File: src/hdl/rtcdv_pkg.sv
// Overview of operation
// (RULE1) year tens digit held in bits 31-28
// (RULE2) year units digit held in bits 27-24
// (RULE3) month tens digit held in bit 20
// (RULE4) month units digit held in bits 19-16
// (RULE5) day tens digit held in bits 13-12
// (RULE6) day units digit held in bits 11-8
// (RULE7) weekday number held in bits 2-0
// (RULE8) date writable only while write unlock set
// (RULE9) unused bits read zero, writes ignored
// (RULE10) locked write changes nothing, reports okay
package rtcdv_pkg;
    localparam logic [31:0] RTCDV_DATE_OFS = 32'h0000_0000;
    localparam logic [31:0] RTCDV_CTRL_OFS = 32'h0000_0004;
    localparam int RTCDV_UNLOCK_BIT = 3;
    localparam logic [31:0] RTCDV_DATE_MASK = 32'hFF1F_3F07;
    localparam logic [31:0] RTCDV_CTRL_MASK = 32'h0000_0008;
    localparam logic [31:0] RTCDV_DATE_RST = 32'h0000_0000;
    localparam logic [31:0] RTCDV_CTRL_RST = 32'h0000_0000;
    localparam logic [1:0] RTCDV_RESP_OKAY = 2'h0;
    localparam logic [1:0] RTCDV_RESP_SLVERR = 2'h2;

    typedef struct packed {
        logic [3:0] year_tens_digit;
        logic [3:0] year_units_digit;
        logic [2:0] pad_23_21;
        logic month_tens_digit;
        logic [3:0] month_units_digit;
        logic [1:0] pad_15_14;
        logic [1:0] day_tens_digit;
        logic [3:0] day_units_digit;
        logic [4:0] pad_7_3;
        logic [2:0] weekday_number;
    } rtcdv_date_s;
endpackage : rtcdv_pkg

File: src/hdl/rtcdv_date_reg.sv
// The AXI4-Lite interface to the registers and the register addresses were chosen for this implementation.
`timescale 1ns/1ps
`default_nettype none
module rtcdv_date_reg (
    input wire logic i_mclk,
    input wire logic i_rstn,
    input wire logic [31:0] i_awaddr,
    input wire logic i_awvalid,
    output logic o_awready,
    input wire logic [31:0] i_wdata,
    input wire logic [3:0] i_wstrb,
    input wire logic i_wvalid,
    output logic o_wready,
    output logic [1:0] o_bresp,
    output logic o_bvalid,
    input wire logic i_bready,
    input wire logic [31:0] i_araddr,
    input wire logic i_arvalid,
    output logic o_arready,
    output logic [31:0] o_rdata,
    output logic [1:0] o_rresp,
    output logic o_rvalid,
    input wire logic i_rready,
    output rtcdv_pkg::rtcdv_date_s o_date,
    output logic o_clock_write_unlock
);
    import rtcdv_pkg::*;

    ////////////////////////////////////////////////////////////////
    logic aw_held_r;
    logic [31:0] awaddr_r;
    logic w_held_r;
    logic [31:0] wdata_r;
    logic [3:0] wstrb_r;
    logic [31:0] date_r;
    logic [31:0] ctrl_r;
    logic [31:0] wmask;
    logic do_write;

    // each channel is taken once per write; the response waits for both
    assign o_awready = !aw_held_r && !o_bvalid;
    assign o_wready = !w_held_r && !o_bvalid;
    assign do_write = aw_held_r && w_held_r && !o_bvalid;
    assign wmask = {{8{wstrb_r[3]}}, {8{wstrb_r[2]}}, {8{wstrb_r[1]}}, {8{wstrb_r[0]}}};

    always_ff @(posedge i_mclk or negedge i_rstn) begin
        if (!i_rstn) begin
            aw_held_r <= 1'b0;
            awaddr_r <= 32'h0000_0000;
        end else if (i_awvalid && o_awready) begin
            aw_held_r <= 1'b1;
            awaddr_r <= i_awaddr;
        end else if (do_write) begin
            aw_held_r <= 1'b0;
        end
    end

    always_ff @(posedge i_mclk or negedge i_rstn) begin
        if (!i_rstn) begin
            w_held_r <= 1'b0;
            wdata_r <= 32'h0000_0000;
            wstrb_r <= 4'h0;
        end else if (i_wvalid && o_wready) begin
            w_held_r <= 1'b1;
            wdata_r <= i_wdata;
            wstrb_r <= i_wstrb;
        end else if (do_write) begin
            w_held_r <= 1'b0;
        end
    end

    ////////////////////////////////////////////////////////////////
    // unlock bit steers whether the date word accepts writes
    always_ff @(posedge i_mclk or negedge i_rstn) begin
        if (!i_rstn) begin
            ctrl_r <= RTCDV_CTRL_RST;
        end else if (do_write && awaddr_r[31:2] == RTCDV_CTRL_OFS[31:2]) begin
            ctrl_r <= (ctrl_r & ~(wmask & RTCDV_CTRL_MASK)) | (wdata_r & wmask & RTCDV_CTRL_MASK);
        end
    end

    // field layout fixed by the struct; mask keeps unused bits at zero
    always_ff @(posedge i_mclk or negedge i_rstn) begin
        if (!i_rstn) begin
            date_r <= RTCDV_DATE_RST;
        end else if (do_write && awaddr_r[31:2] == RTCDV_DATE_OFS[31:2] && ctrl_r[RTCDV_UNLOCK_BIT]) begin // RULE8
            date_r <= (date_r & ~(wmask & RTCDV_DATE_MASK)) | (wdata_r & wmask & RTCDV_DATE_MASK); // RULE9
        end
    end

    assign o_date = rtcdv_date_s'(date_r); // RULE1 RULE2 RULE3 RULE4 RULE5 RULE6 RULE7
    assign o_clock_write_unlock = ctrl_r[RTCDV_UNLOCK_BIT];

    ////////////////////////////////////////////////////////////////
    // locked date writes still answer okay; only unmapped slots error
    always_ff @(posedge i_mclk or negedge i_rstn) begin
        if (!i_rstn) begin
            o_bvalid <= 1'b0;
            o_bresp <= RTCDV_RESP_OKAY;
        end else if (do_write) begin
            o_bvalid <= 1'b1;
            if (awaddr_r[31:2] == RTCDV_DATE_OFS[31:2]) begin
                o_bresp <= RTCDV_RESP_OKAY; // RULE10
            end else if (awaddr_r[31:2] == RTCDV_CTRL_OFS[31:2]) begin
                o_bresp <= RTCDV_RESP_OKAY;
            end else begin
                o_bresp <= RTCDV_RESP_SLVERR;
            end
        end else if (o_bvalid && i_bready) begin
            o_bvalid <= 1'b0;
        end
    end

    ////////////////////////////////////////////////////////////////
    assign o_arready = !o_rvalid;

    always_ff @(posedge i_mclk or negedge i_rstn) begin
        if (!i_rstn) begin
            o_rvalid <= 1'b0;
            o_rdata <= 32'h0000_0000;
            o_rresp <= RTCDV_RESP_OKAY;
        end else if (i_arvalid && o_arready) begin
            o_rvalid <= 1'b1;
            if (i_araddr[31:2] == RTCDV_DATE_OFS[31:2]) begin
                o_rdata <= date_r & RTCDV_DATE_MASK; // RULE9
                o_rresp <= RTCDV_RESP_OKAY;
            end else if (i_araddr[31:2] == RTCDV_CTRL_OFS[31:2]) begin
                o_rdata <= ctrl_r & RTCDV_CTRL_MASK;
                o_rresp <= RTCDV_RESP_OKAY;
            end else begin
                o_rdata <= 32'h0000_0000;
                o_rresp <= RTCDV_RESP_SLVERR;
            end
        end else if (o_rvalid && i_rready) begin
            o_rvalid <= 1'b0;
        end
    end
endmodule // rtcdv_date_reg
`default_nettype wire

File: config.mk
export PLATFORM = sky130hd
export DESIGN_NAME = rtcdv_date_reg
export DESIGN_NICKNAME = d
export VERILOG_FILES = /design/src/hdl/rtcdv_pkg.sv /design/src/hdl/rtcdv_date_reg.sv
export SDC_FILE = /design/constraint.sdc
export NUM_CORES = 1
export LEC_CHECK = 0
export BUFFER_PORTS_ARGS = -buffer_cell sky130_fd_sc_hd__buf_2
export CORE_MARGIN = 2
export CORE_UTILIZATION = 40
export DETAILED_ROUTE_END_ITERATION = 16
export PLACE_DENSITY = 0.68
export SLEW_MARGIN = 0
export SYNTH_ARGS = -nofsm -noshare
export SYNTH_HDL_FRONTEND = slang
export SYNTH_SLANG_ARGS = --single-unit
File: constraint.sdc
create_clock -name i_mclk -period 2.4 [get_ports i_mclk]
set_input_delay 0.12 -clock i_mclk [delete_from_list [all_inputs] [get_ports i_mclk]]
set_output_delay 0.12 -clock i_mclk [all_outputs]
set_load 0.02 [all_outputs]
Word-level counts from Yosys, hierarchy flattened
Index checks and enable logic that the tools add are counted.
{ "word_totals": {"ff_bits": 172, "word_cells": 56, "inputBits": 107} }
{ "classes": {"bitwise": 7, "eq_ne": 2, "muxes": 13, "reduce_logical": 22} }
{ "ops": {"columns": ["cell", "n"], "rows": [
  ["32-bit bitwise AND", 3],
  ["30-bit by 1-bit equality test with 1-bit output (second input constant)", 2],
  ["30-bit zero test", 2],
  ["32-bit two-way mux", 1],
  ["32-bit NOT", 1],
  ["4-bit NOT with 32-bit output", 1],
  ["32-bit bitwise OR", 1],
  ["32-bit by 4-bit bitwise OR with 32-bit output", 1],
  ["1-bit logical AND", 12],
  ["2-bit two-way mux", 4],
  ["2-bit nonzero test", 4],
  ["1-bit two-way mux", 7],
  ["1-bit zero test", 4],
  ["4-bit two-way mux", 1]
]} }

Longest topological paths before layout
Gate-level depths: netlist of run 1.
{ "logic_depth": {"depth_word": 4, "mapped_depth": 5, "mapped_depth_nobuf": 4} }

Worst setup path before layout of run 1
No wires, ideal clock.
{ "synth_timing": {"path_type": "reg2reg", "from": "register o_bvalid", "to": "register wdata_r[10]", "setup_slack_ns": 0.241, "synth_period_minus_slack_ns": 2.159, "stages_incl_launch_ff": 6, "n_path_buf": 2, "arrival_ns": 2.034, "required_ns": 2.275, "cell_sequence": "dfrtp_1 nor2_1 and2_1 clkbuf_1 buf_1 mux2_2"} }
{ "synth_between": {"elab_chain_len": 3} }
{ "synth_rtl": {"columns": ["element", "line", "rtl"], "rows": [
  ["from (decl)", "rtcdv_date_reg.sv:15", "output logic o_bvalid,"],
  ["from (signal assigned)", "rtcdv_date_reg.sv:98", "o_bvalid <= 1'b0;"],
  ["from (signal assigned)", "rtcdv_date_reg.sv:101", "o_bvalid <= 1'b1;"],
  ["from (signal assigned)", "rtcdv_date_reg.sv:110", "o_bvalid <= 1'b0;"],
  ["1-bit zero test", "rtcdv_date_reg.sv:42", "assign o_wready = !w_held_r && !o_bvalid;"],
  ["1-bit logical AND", "rtcdv_date_reg.sv:42", null],
  ["via o_wready", "rtcdv_date_reg.sv:13", "output logic o_wready,"],
  ["1-bit logical AND", "rtcdv_date_reg.sv:63", "end else if (i_wvalid && o_wready) begin"],
  ["to (signal assigned)", "rtcdv_date_reg.sv:65", "wdata_r <= i_wdata;"],
  ["to (decl)", "rtcdv_date_reg.sv:33", "logic [31:0] wdata_r;"]
]} }
The timed path passes the listed nets, and every way through them passes these cells.
A chain may end at the register's enable or synchronous reset.

==> key figures, run 1 <==
Synthesis
  • Mapped Cells: approximately 320
  • Post-synthesis sequential area ratio: 0.601
  • Yosys top cell by area: dfrtp_1
  • Synth Cell Area: about 0.0045 mm²
  • Number of flops mapped to enable cells by yosys: 0
  • Syn avg cell area: around 14 µm²
  • Synth cell count leaders: 109 x dfrtp_1, 80 x mux2_2, 23 x nor2b_1, 22 x a31o_2, 21 x buf_4
  • Yosys cell types: 28
  • Top cell type's share of synthesized area: 0.601
  • Synth area leaders: dfrtp_1 60%, mux2_2 20%, a31o_2 4.2%, buf_4 3.5%, nor2b_1 3.2%
  • YS warnings: 0
  • Yosys reg bits: 109
  • Post-synth ARST share: 1.00
  • Count leader, synth: dfrtp_1
  • Most used DFF post-synth: dfrtp_1

Worst setup path
  • Startpoint type of the worst setup path: register
  • Crit path kind: register to register
  • Register-to-register setup slack: between 200 and 250 ps
  • Required time of the worst setup path: between 2000 and 3000 ps
  • Critical path capture point type: register
  • Worst EP arrival: roughly 2400 ps
  • CP max FO: 6
  • Reg2reg start: awaddr_r[13]$_DFFE_PN0P_
  • R2r worst-path depth: 4

Clock tree
  • H-tree Lvls: 3
  • Worst skew pair latency: between 300 and 400 ps
  • Clock sink count: approximately 110
  • Clk slew on worst S/H paths: approximately 70 ps
  • Clk buf depth: 2
  • Clk Tree Root Cell: clkbuf_16
  • Post-cts repair resize count: 0
  • CTS Buf Count: 9
  • CTS tree: yes

Worst hold path
  • Hold_sp: i_wdata[1]
  • Worst Hold Path EP: wdata_r[1]$_DFFE_PN0P_
  • WHS Path Cells: 2
  • Worst Hold Class: primary input to register

Timing
  • Slew @ Worst Pin: roughly 590 ps
  • RSZ-0062 raised after global routing: no
  • Max-slew headroom: 0.609
  • Final hold violation count: 0
  • Setup ws final: 246 ps
  • Period minus WS final: ~2200 ps
  • Setup violators final: 0
  • Slew Limit Fails: 0
  • Hold WS: roughly 12 ps
  • Final worst-path cycle share: 0.897
  • Setup tns final: 0 ps
  • F_max: 464 MHz
  • Skew final: 10.8 ps

Finish
  • Ratio of cells with drive above 1 in the final layout: 0.565
  • # diodes: 0
  • Nets: roughly 600
  • P&R area growth vs syn: 29.6%

Route
  • Vias per cell: between 4 and 5
  • Drt initial violations: slightly above 70
  • DRC: 0
  • DRT Wirelength: 9780 µm
  • First-pass detailed-route iteration total: 4
  • Vias: roughly 3100
  • Antenna Nets Post-Route: 0
  • Mean routed wirelength per cell: 15.4 µm

Job
  • Max-cap violation count: 0

Placed design
  • Final Wtd Congestion: 0.749
  • Pre-CTS setup slack: about 240 ps
  • Post-DP HPWL: 7070 µm
  • I/O Buffers: 146

Power and ir drop
  • P_leak: around 3.0 nW
  • Total power: between 0.005 and 0.006 W
  • Max VDD drop: approximately 0.44 mV
  • Pwr Density: 902 mW/mm²

Floorplanning
  • Die ar.: 0.0122 mm²
  • # IOs: approximately 180
  • Chip height: 111 µm
  • Num rows: 38
  • Initial core utilization: 0.415
  • Core Footprint: 0.0109 mm²
  • Die X-Extent: roughly 110 µm

Global route
  • Grt ovf: 0
  • GR Util All Layers: 0.167
  • First-pass GRT wire length: 16500 µm
  • Initial antenna violation count: 0
  • Vias in the first global route: between 3000 and 4000
  • Largest net degree at the start of global routing: between 40 and 50

Run status
  • Outcome: complete, no violations
## metal layers
layer | wire length, µm | global-route usage | vias to the layer above
li1 | - | - | 1453
met1 | 4390 | 0.213 | 1522
met2 | 4680 | 0.275 | 105
met3 | 537 | 0.0406 | 16
met4 | 172 | 0.0675 | 0
met5 | 0 | 0 | -
## worst max path at each step
stage | start | to | slack, ps | cells after the start
2_1_floorplan | o_bvalid$_DFFE_PN0P_ | wdata_r[10]$_DFFE_PN0P_ | 240 | 5
3_3_place_gp | awaddr_r[17]$_DFFE_PN0P_ | register | 270 | 4
3_5_place_dp | awaddr_r[13]$_DFFE_PN0P_ | register | 240 | 4
4_1_cts | awaddr_r[13]$_DFFE_PN0P_ | register | 230 | 4
5_1_grt | awaddr_r[13]$_DFFE_PN0P_ | register | 50 | 4
6_report | awaddr_r[13]$_DFFE_PN0P_ | register | 250 | 4
## worst max-delay path, cell delays in order, from the launching register on
cell     delay (ps)
dfrtp_1         380
nor4_1          350
nand4_2         350
nor4_4          560
mux2_2          390
## placed cells by master, fill, tap and decap left out, types with 2 or more instances in the layout
cell and count:
nand3b_1 4, buf_4 10, buf_2 145, mux2_2 80
nor2b_1 22, nor3_1 3, nand3_1 2, nand4_1 2
clkinvlp_4 2, clkbuf_16 9, nor4_4 3, o21ai_0 3
dfrtp_1 109, a31o_2 22, nor4_1 13, nand2_1 4
inv_1 2, dlygate4sd3_1 16, nor2_1 8, conb_1 21
## kinds of logic (layout without fill, tap and decap cells)
kind of cell,Yosys count,after routing,share of synthesized area
AND/OR/NAND/NOR,69,69,0.101
buffers and inverters,36,190,0.0474
multiplexers,80,80,0.199
AO/OA/AOI/OAI,28,28,0.0505
other,1,21,0.000827
flip-flops,109,109,0.601
## power breakdown
group | total [W] | internal [W] | switching, W
Combinational | 0.00116 | 0.000669 | 0.000491
Sequential | 0.00265 | 0.00236 | 0.000284
Clock | 0.00149 | 0.000840 | 0.000654
Total | 0.00530 | 0.00387 | 0.00143
## repair_timing
action / in CTS / in global routing
endpoints found under the hold margin: 58 / 0
endpoints found under the setup margin: 0 / 0
setup buffers: 0 / 0
hold buffers: 16 / 0
## layout make-up
type	count	area, µm²
clock buffers	11	243
clock inverters	5	58.8
fillers	956	5060
inverters	2	7.51
multi-input cells	198	1690
flip-flops and latches	109	2730
well taps	140	175
repair buffers	172	981
## per-stage QoR
step / std cells / instance area, µm² / util
after CTS: 637 / 5880 / 0.538
final: 637 / 5880 / 0.538
after global routing: 637 / 5880 / 0.538
after global placement: 605 / 5420 / 0.495
after detailed placement: 605 / 5420 / 0.495
after floorplan: 343 / 4610 / -
No activity file was read; power rests on OpenSTA's default activity.
==> run 2, diff against run 1 <==
Settings changed: BUFFER_PORTS_ARGS -buffer_cell sky130_fd_sc_hd__buf_2 to not set, DONT_BUFFER_PORTS set to 1, PLACE_DENSITY 0.68 to 0.54.
==> key figures, run 2 (same netlist as run 1, synthesis figures left out) <==
Run status
  • Outcome: finished with violations
  • Failing checks: hold timing

Global route
  • Initial antenna violation count: 0 (unchanged)
  • Grt ovf: 0 (unchanged)
  • GR Util All Layers: 0.155 (-0.0120)
  • Largest net degree at the start of global routing: 110 (+140%)
  • Vias in the first global route: 2922 (-13%)
  • First-pass GRT wire length: 15200 µm (-8.0%)

Floorplanning
  • Core Footprint: 0.0109 mm² (unchanged)
  • Chip height: 111 µm (unchanged)
  • Die ar.: 0.0122 mm² (unchanged)
  • Die X-Extent: 111 µm (unchanged)
  • Initial core utilization: 0.415 (unchanged)
  • # IOs: 181 (unchanged)
  • Num rows: 38 (unchanged)

Placed design
  • I/O Buffers: 0 (-100%)
  • Final Wtd Congestion: 0.728 (-2.8%)
  • Post-DP HPWL: 6020 µm (-15%)
  • Placed cells: 459 (-24%)

Timing
  • Slew Limit Fails: 0 (unchanged)
  • Skew final: 8.26 ps (-2.53 ps)
  • Setup tns final: 0 ps (unchanged)
  • F_max: 462 MHz (-0.56%)
  • Final hold violation count: 109 (+109)
  • Hold WS: -539 ps (-551 ps)
  • RSZ-0062 raised after global routing: no
  • Period minus WS final: 2170 ps (+12.2 ps)
  • Setup violators final: 0 (unchanged)
  • Final worst-path cycle share: 0.902 (+0.00507)

Clock tree
  • CTS tree: yes
  • Clk buf depth: 2 (unchanged)
  • H-tree Lvls: 3 (unchanged)
  • CTS Buf Count: 9 (unchanged)
  • Post-cts repair resize count: 0 (unchanged)
  • Clk Tree Root Cell: clkbuf_16
  • Clock sink count: 109 (unchanged)
  • Clk slew on worst S/H paths: 70 ps (about the same)
  • Worst skew pair latency: 350 ps (about the same)
  • Number of setup buffers added after CTS: 0 (unchanged)
  • Hold Buf Count CTS: 61 (+45)

Worst setup path
  • Reg2reg start: awaddr_r[17]$_DFFE_PN0P_
  • CP max FO: 6 (unchanged)
  • Startpoint type of the worst setup path: register
  • R2r worst-path depth: 4 (unchanged)
  • Critical path capture point type: register
  • Register-to-register setup slack: 230 ps (about the same)
  • Worst EP arrival: 2390 ps (about the same)
  • Crit path kind: register to register
  • Cell chain of the critical path: nor4_1 > nand4_2 > nor4_2 > mux2_2
  • Slowest CP cell: nor4_2
  • Slowest stage delay, CP: 520 ps (-40 ps)
  • Required time of the worst setup path: 2630 ps (about the same)

Route
  • DRT Wirelength: 9040 µm (-7.6%)
  • Mean routed wirelength per cell: 16.9 µm (+10%)
  • Drt initial violations: 118 (+64%)
  • Vias per cell: 5.08 (+4.6%)
  • Antenna Nets Post-Route: 0 (unchanged)
  • First-pass detailed-route iteration total: 6 (+2)
  • Vias: 2720 (-12%)
  • DRC: 0 (unchanged)

Worst hold path
  • Worst Hold Class: primary input to asynchronous set/reset pin

Finish
  • P&R area growth vs syn: 22.1%
  • Fillcell total: 959 (+0.31%)
  • Nets: 498 (-17%)
  • Most frequent cells in the layout: 109 x dfrtp_1, 80 x mux2_2, 61 x dlygate4sd3_1
  • Post-Layout Cell Count: 535 (-16%)
  • Most common cell after layout, fill and taps aside: dfrtp_1
  • # diodes: 0 (unchanged)
  • Post-route core utilization: 0.507 (-0.0309)
  • Ratio of cells with drive above 1 in the final layout: 0.337 (-0.229)

Job
  • Max-cap violation count: 0 (unchanged)

Power and ir drop
  • Max VDD drop: 0.571 mV (+29%)
  • P_leak: 2.51 nW (-16%)
  • Pwr Density: 911 mW/mm² (+1.0%)
run 2: cell count changes in the layout (fill, tap and decap cells not counted):
cell and change:
buf_2 -145, clkbuf_8 -1, inv_6 -1, buf_12 -1
clkinv_4 +1, clkinv_2 +1, bufinv_16 -1, clkinvlp_4 -1
dlygate4sd3_1 +45, clkbuf_1 +1
run 2: final cells by class:
| class | instances | area (µm²) | area share |
|---|---|---|---|
| well taps | 140 | 175 | 0.0316 |
| repair buffers | 71 | 686 | 0.124 |
| inverters | 2 | 7.51 | 0.00135 |
| multi-input cells | 198 | 1690 | 0.304 |
| flip-flops and latches | 109 | 2730 | 0.492 |
| clock inverters | 4 | 26.3 | 0.00474 |
| clock buffers | 11 | 233 | 0.0420 |
run 2: routing by layer:
| metal | global-route usage | wire length, µm |
|---|---|---|
| met5 | 0 | 0 |
| met2 | 0.250 | 4380 |
| met1 | 0.189 | 3860 |
| met4 | 0.0692 | 208 |
| met3 | 0.0521 | 596 |
run 2: worst max path at each step:
stage | endpoint | startpoint | depth (start not counted) | slack (ps)
after floorplan | wdata_r[10]$_DFFE_PN0P_ | o_bvalid$_DFFE_PN0P_ | 5 | 240
after global placement | register | awaddr_r[17]$_DFFE_PN0P_ | 4 | 220
after detailed placement | register | awaddr_r[17]$_DFFE_PN0P_ | 4 | 190
after CTS | register | awaddr_r[17]$_DFFE_PN0P_ | 4 | 170
after global routing | register | awaddr_r[17]$_DFFE_PN0P_ | 4 | 110
final | register | awaddr_r[17]$_DFFE_PN0P_ | 4 | 230
run 2: critical path, delay by kind of cell, from the launching register on:
kind | cells | cell delay (ps)
simple gates | 3 | 1280
mux | 1 | 390
flops | 1 | 380
run 2: power breakdown:
part           internal (W)  leakage [nW]  switching, W
registers           0.00237          1.38      0.000305
logic              0.000650          1.00      0.000406
clock network      0.000697         0.125      0.000625
run 2: stage by stage:
| stage | power (W) | cell area (µm²) | setup slack (ps) |
|---|---|---|---|
| global route | 0.00538 | 5540 | 109 |
| floorplan | 0.00348 | 4610 | 241 |
| detailed placement | 0.00370 | 4670 | 193 |
| finish | 0.00505 | 5540 | 234 |
| CTS | 0.00513 | 5540 | 174 |
| global placement | 0.00364 | 4670 | 215 |
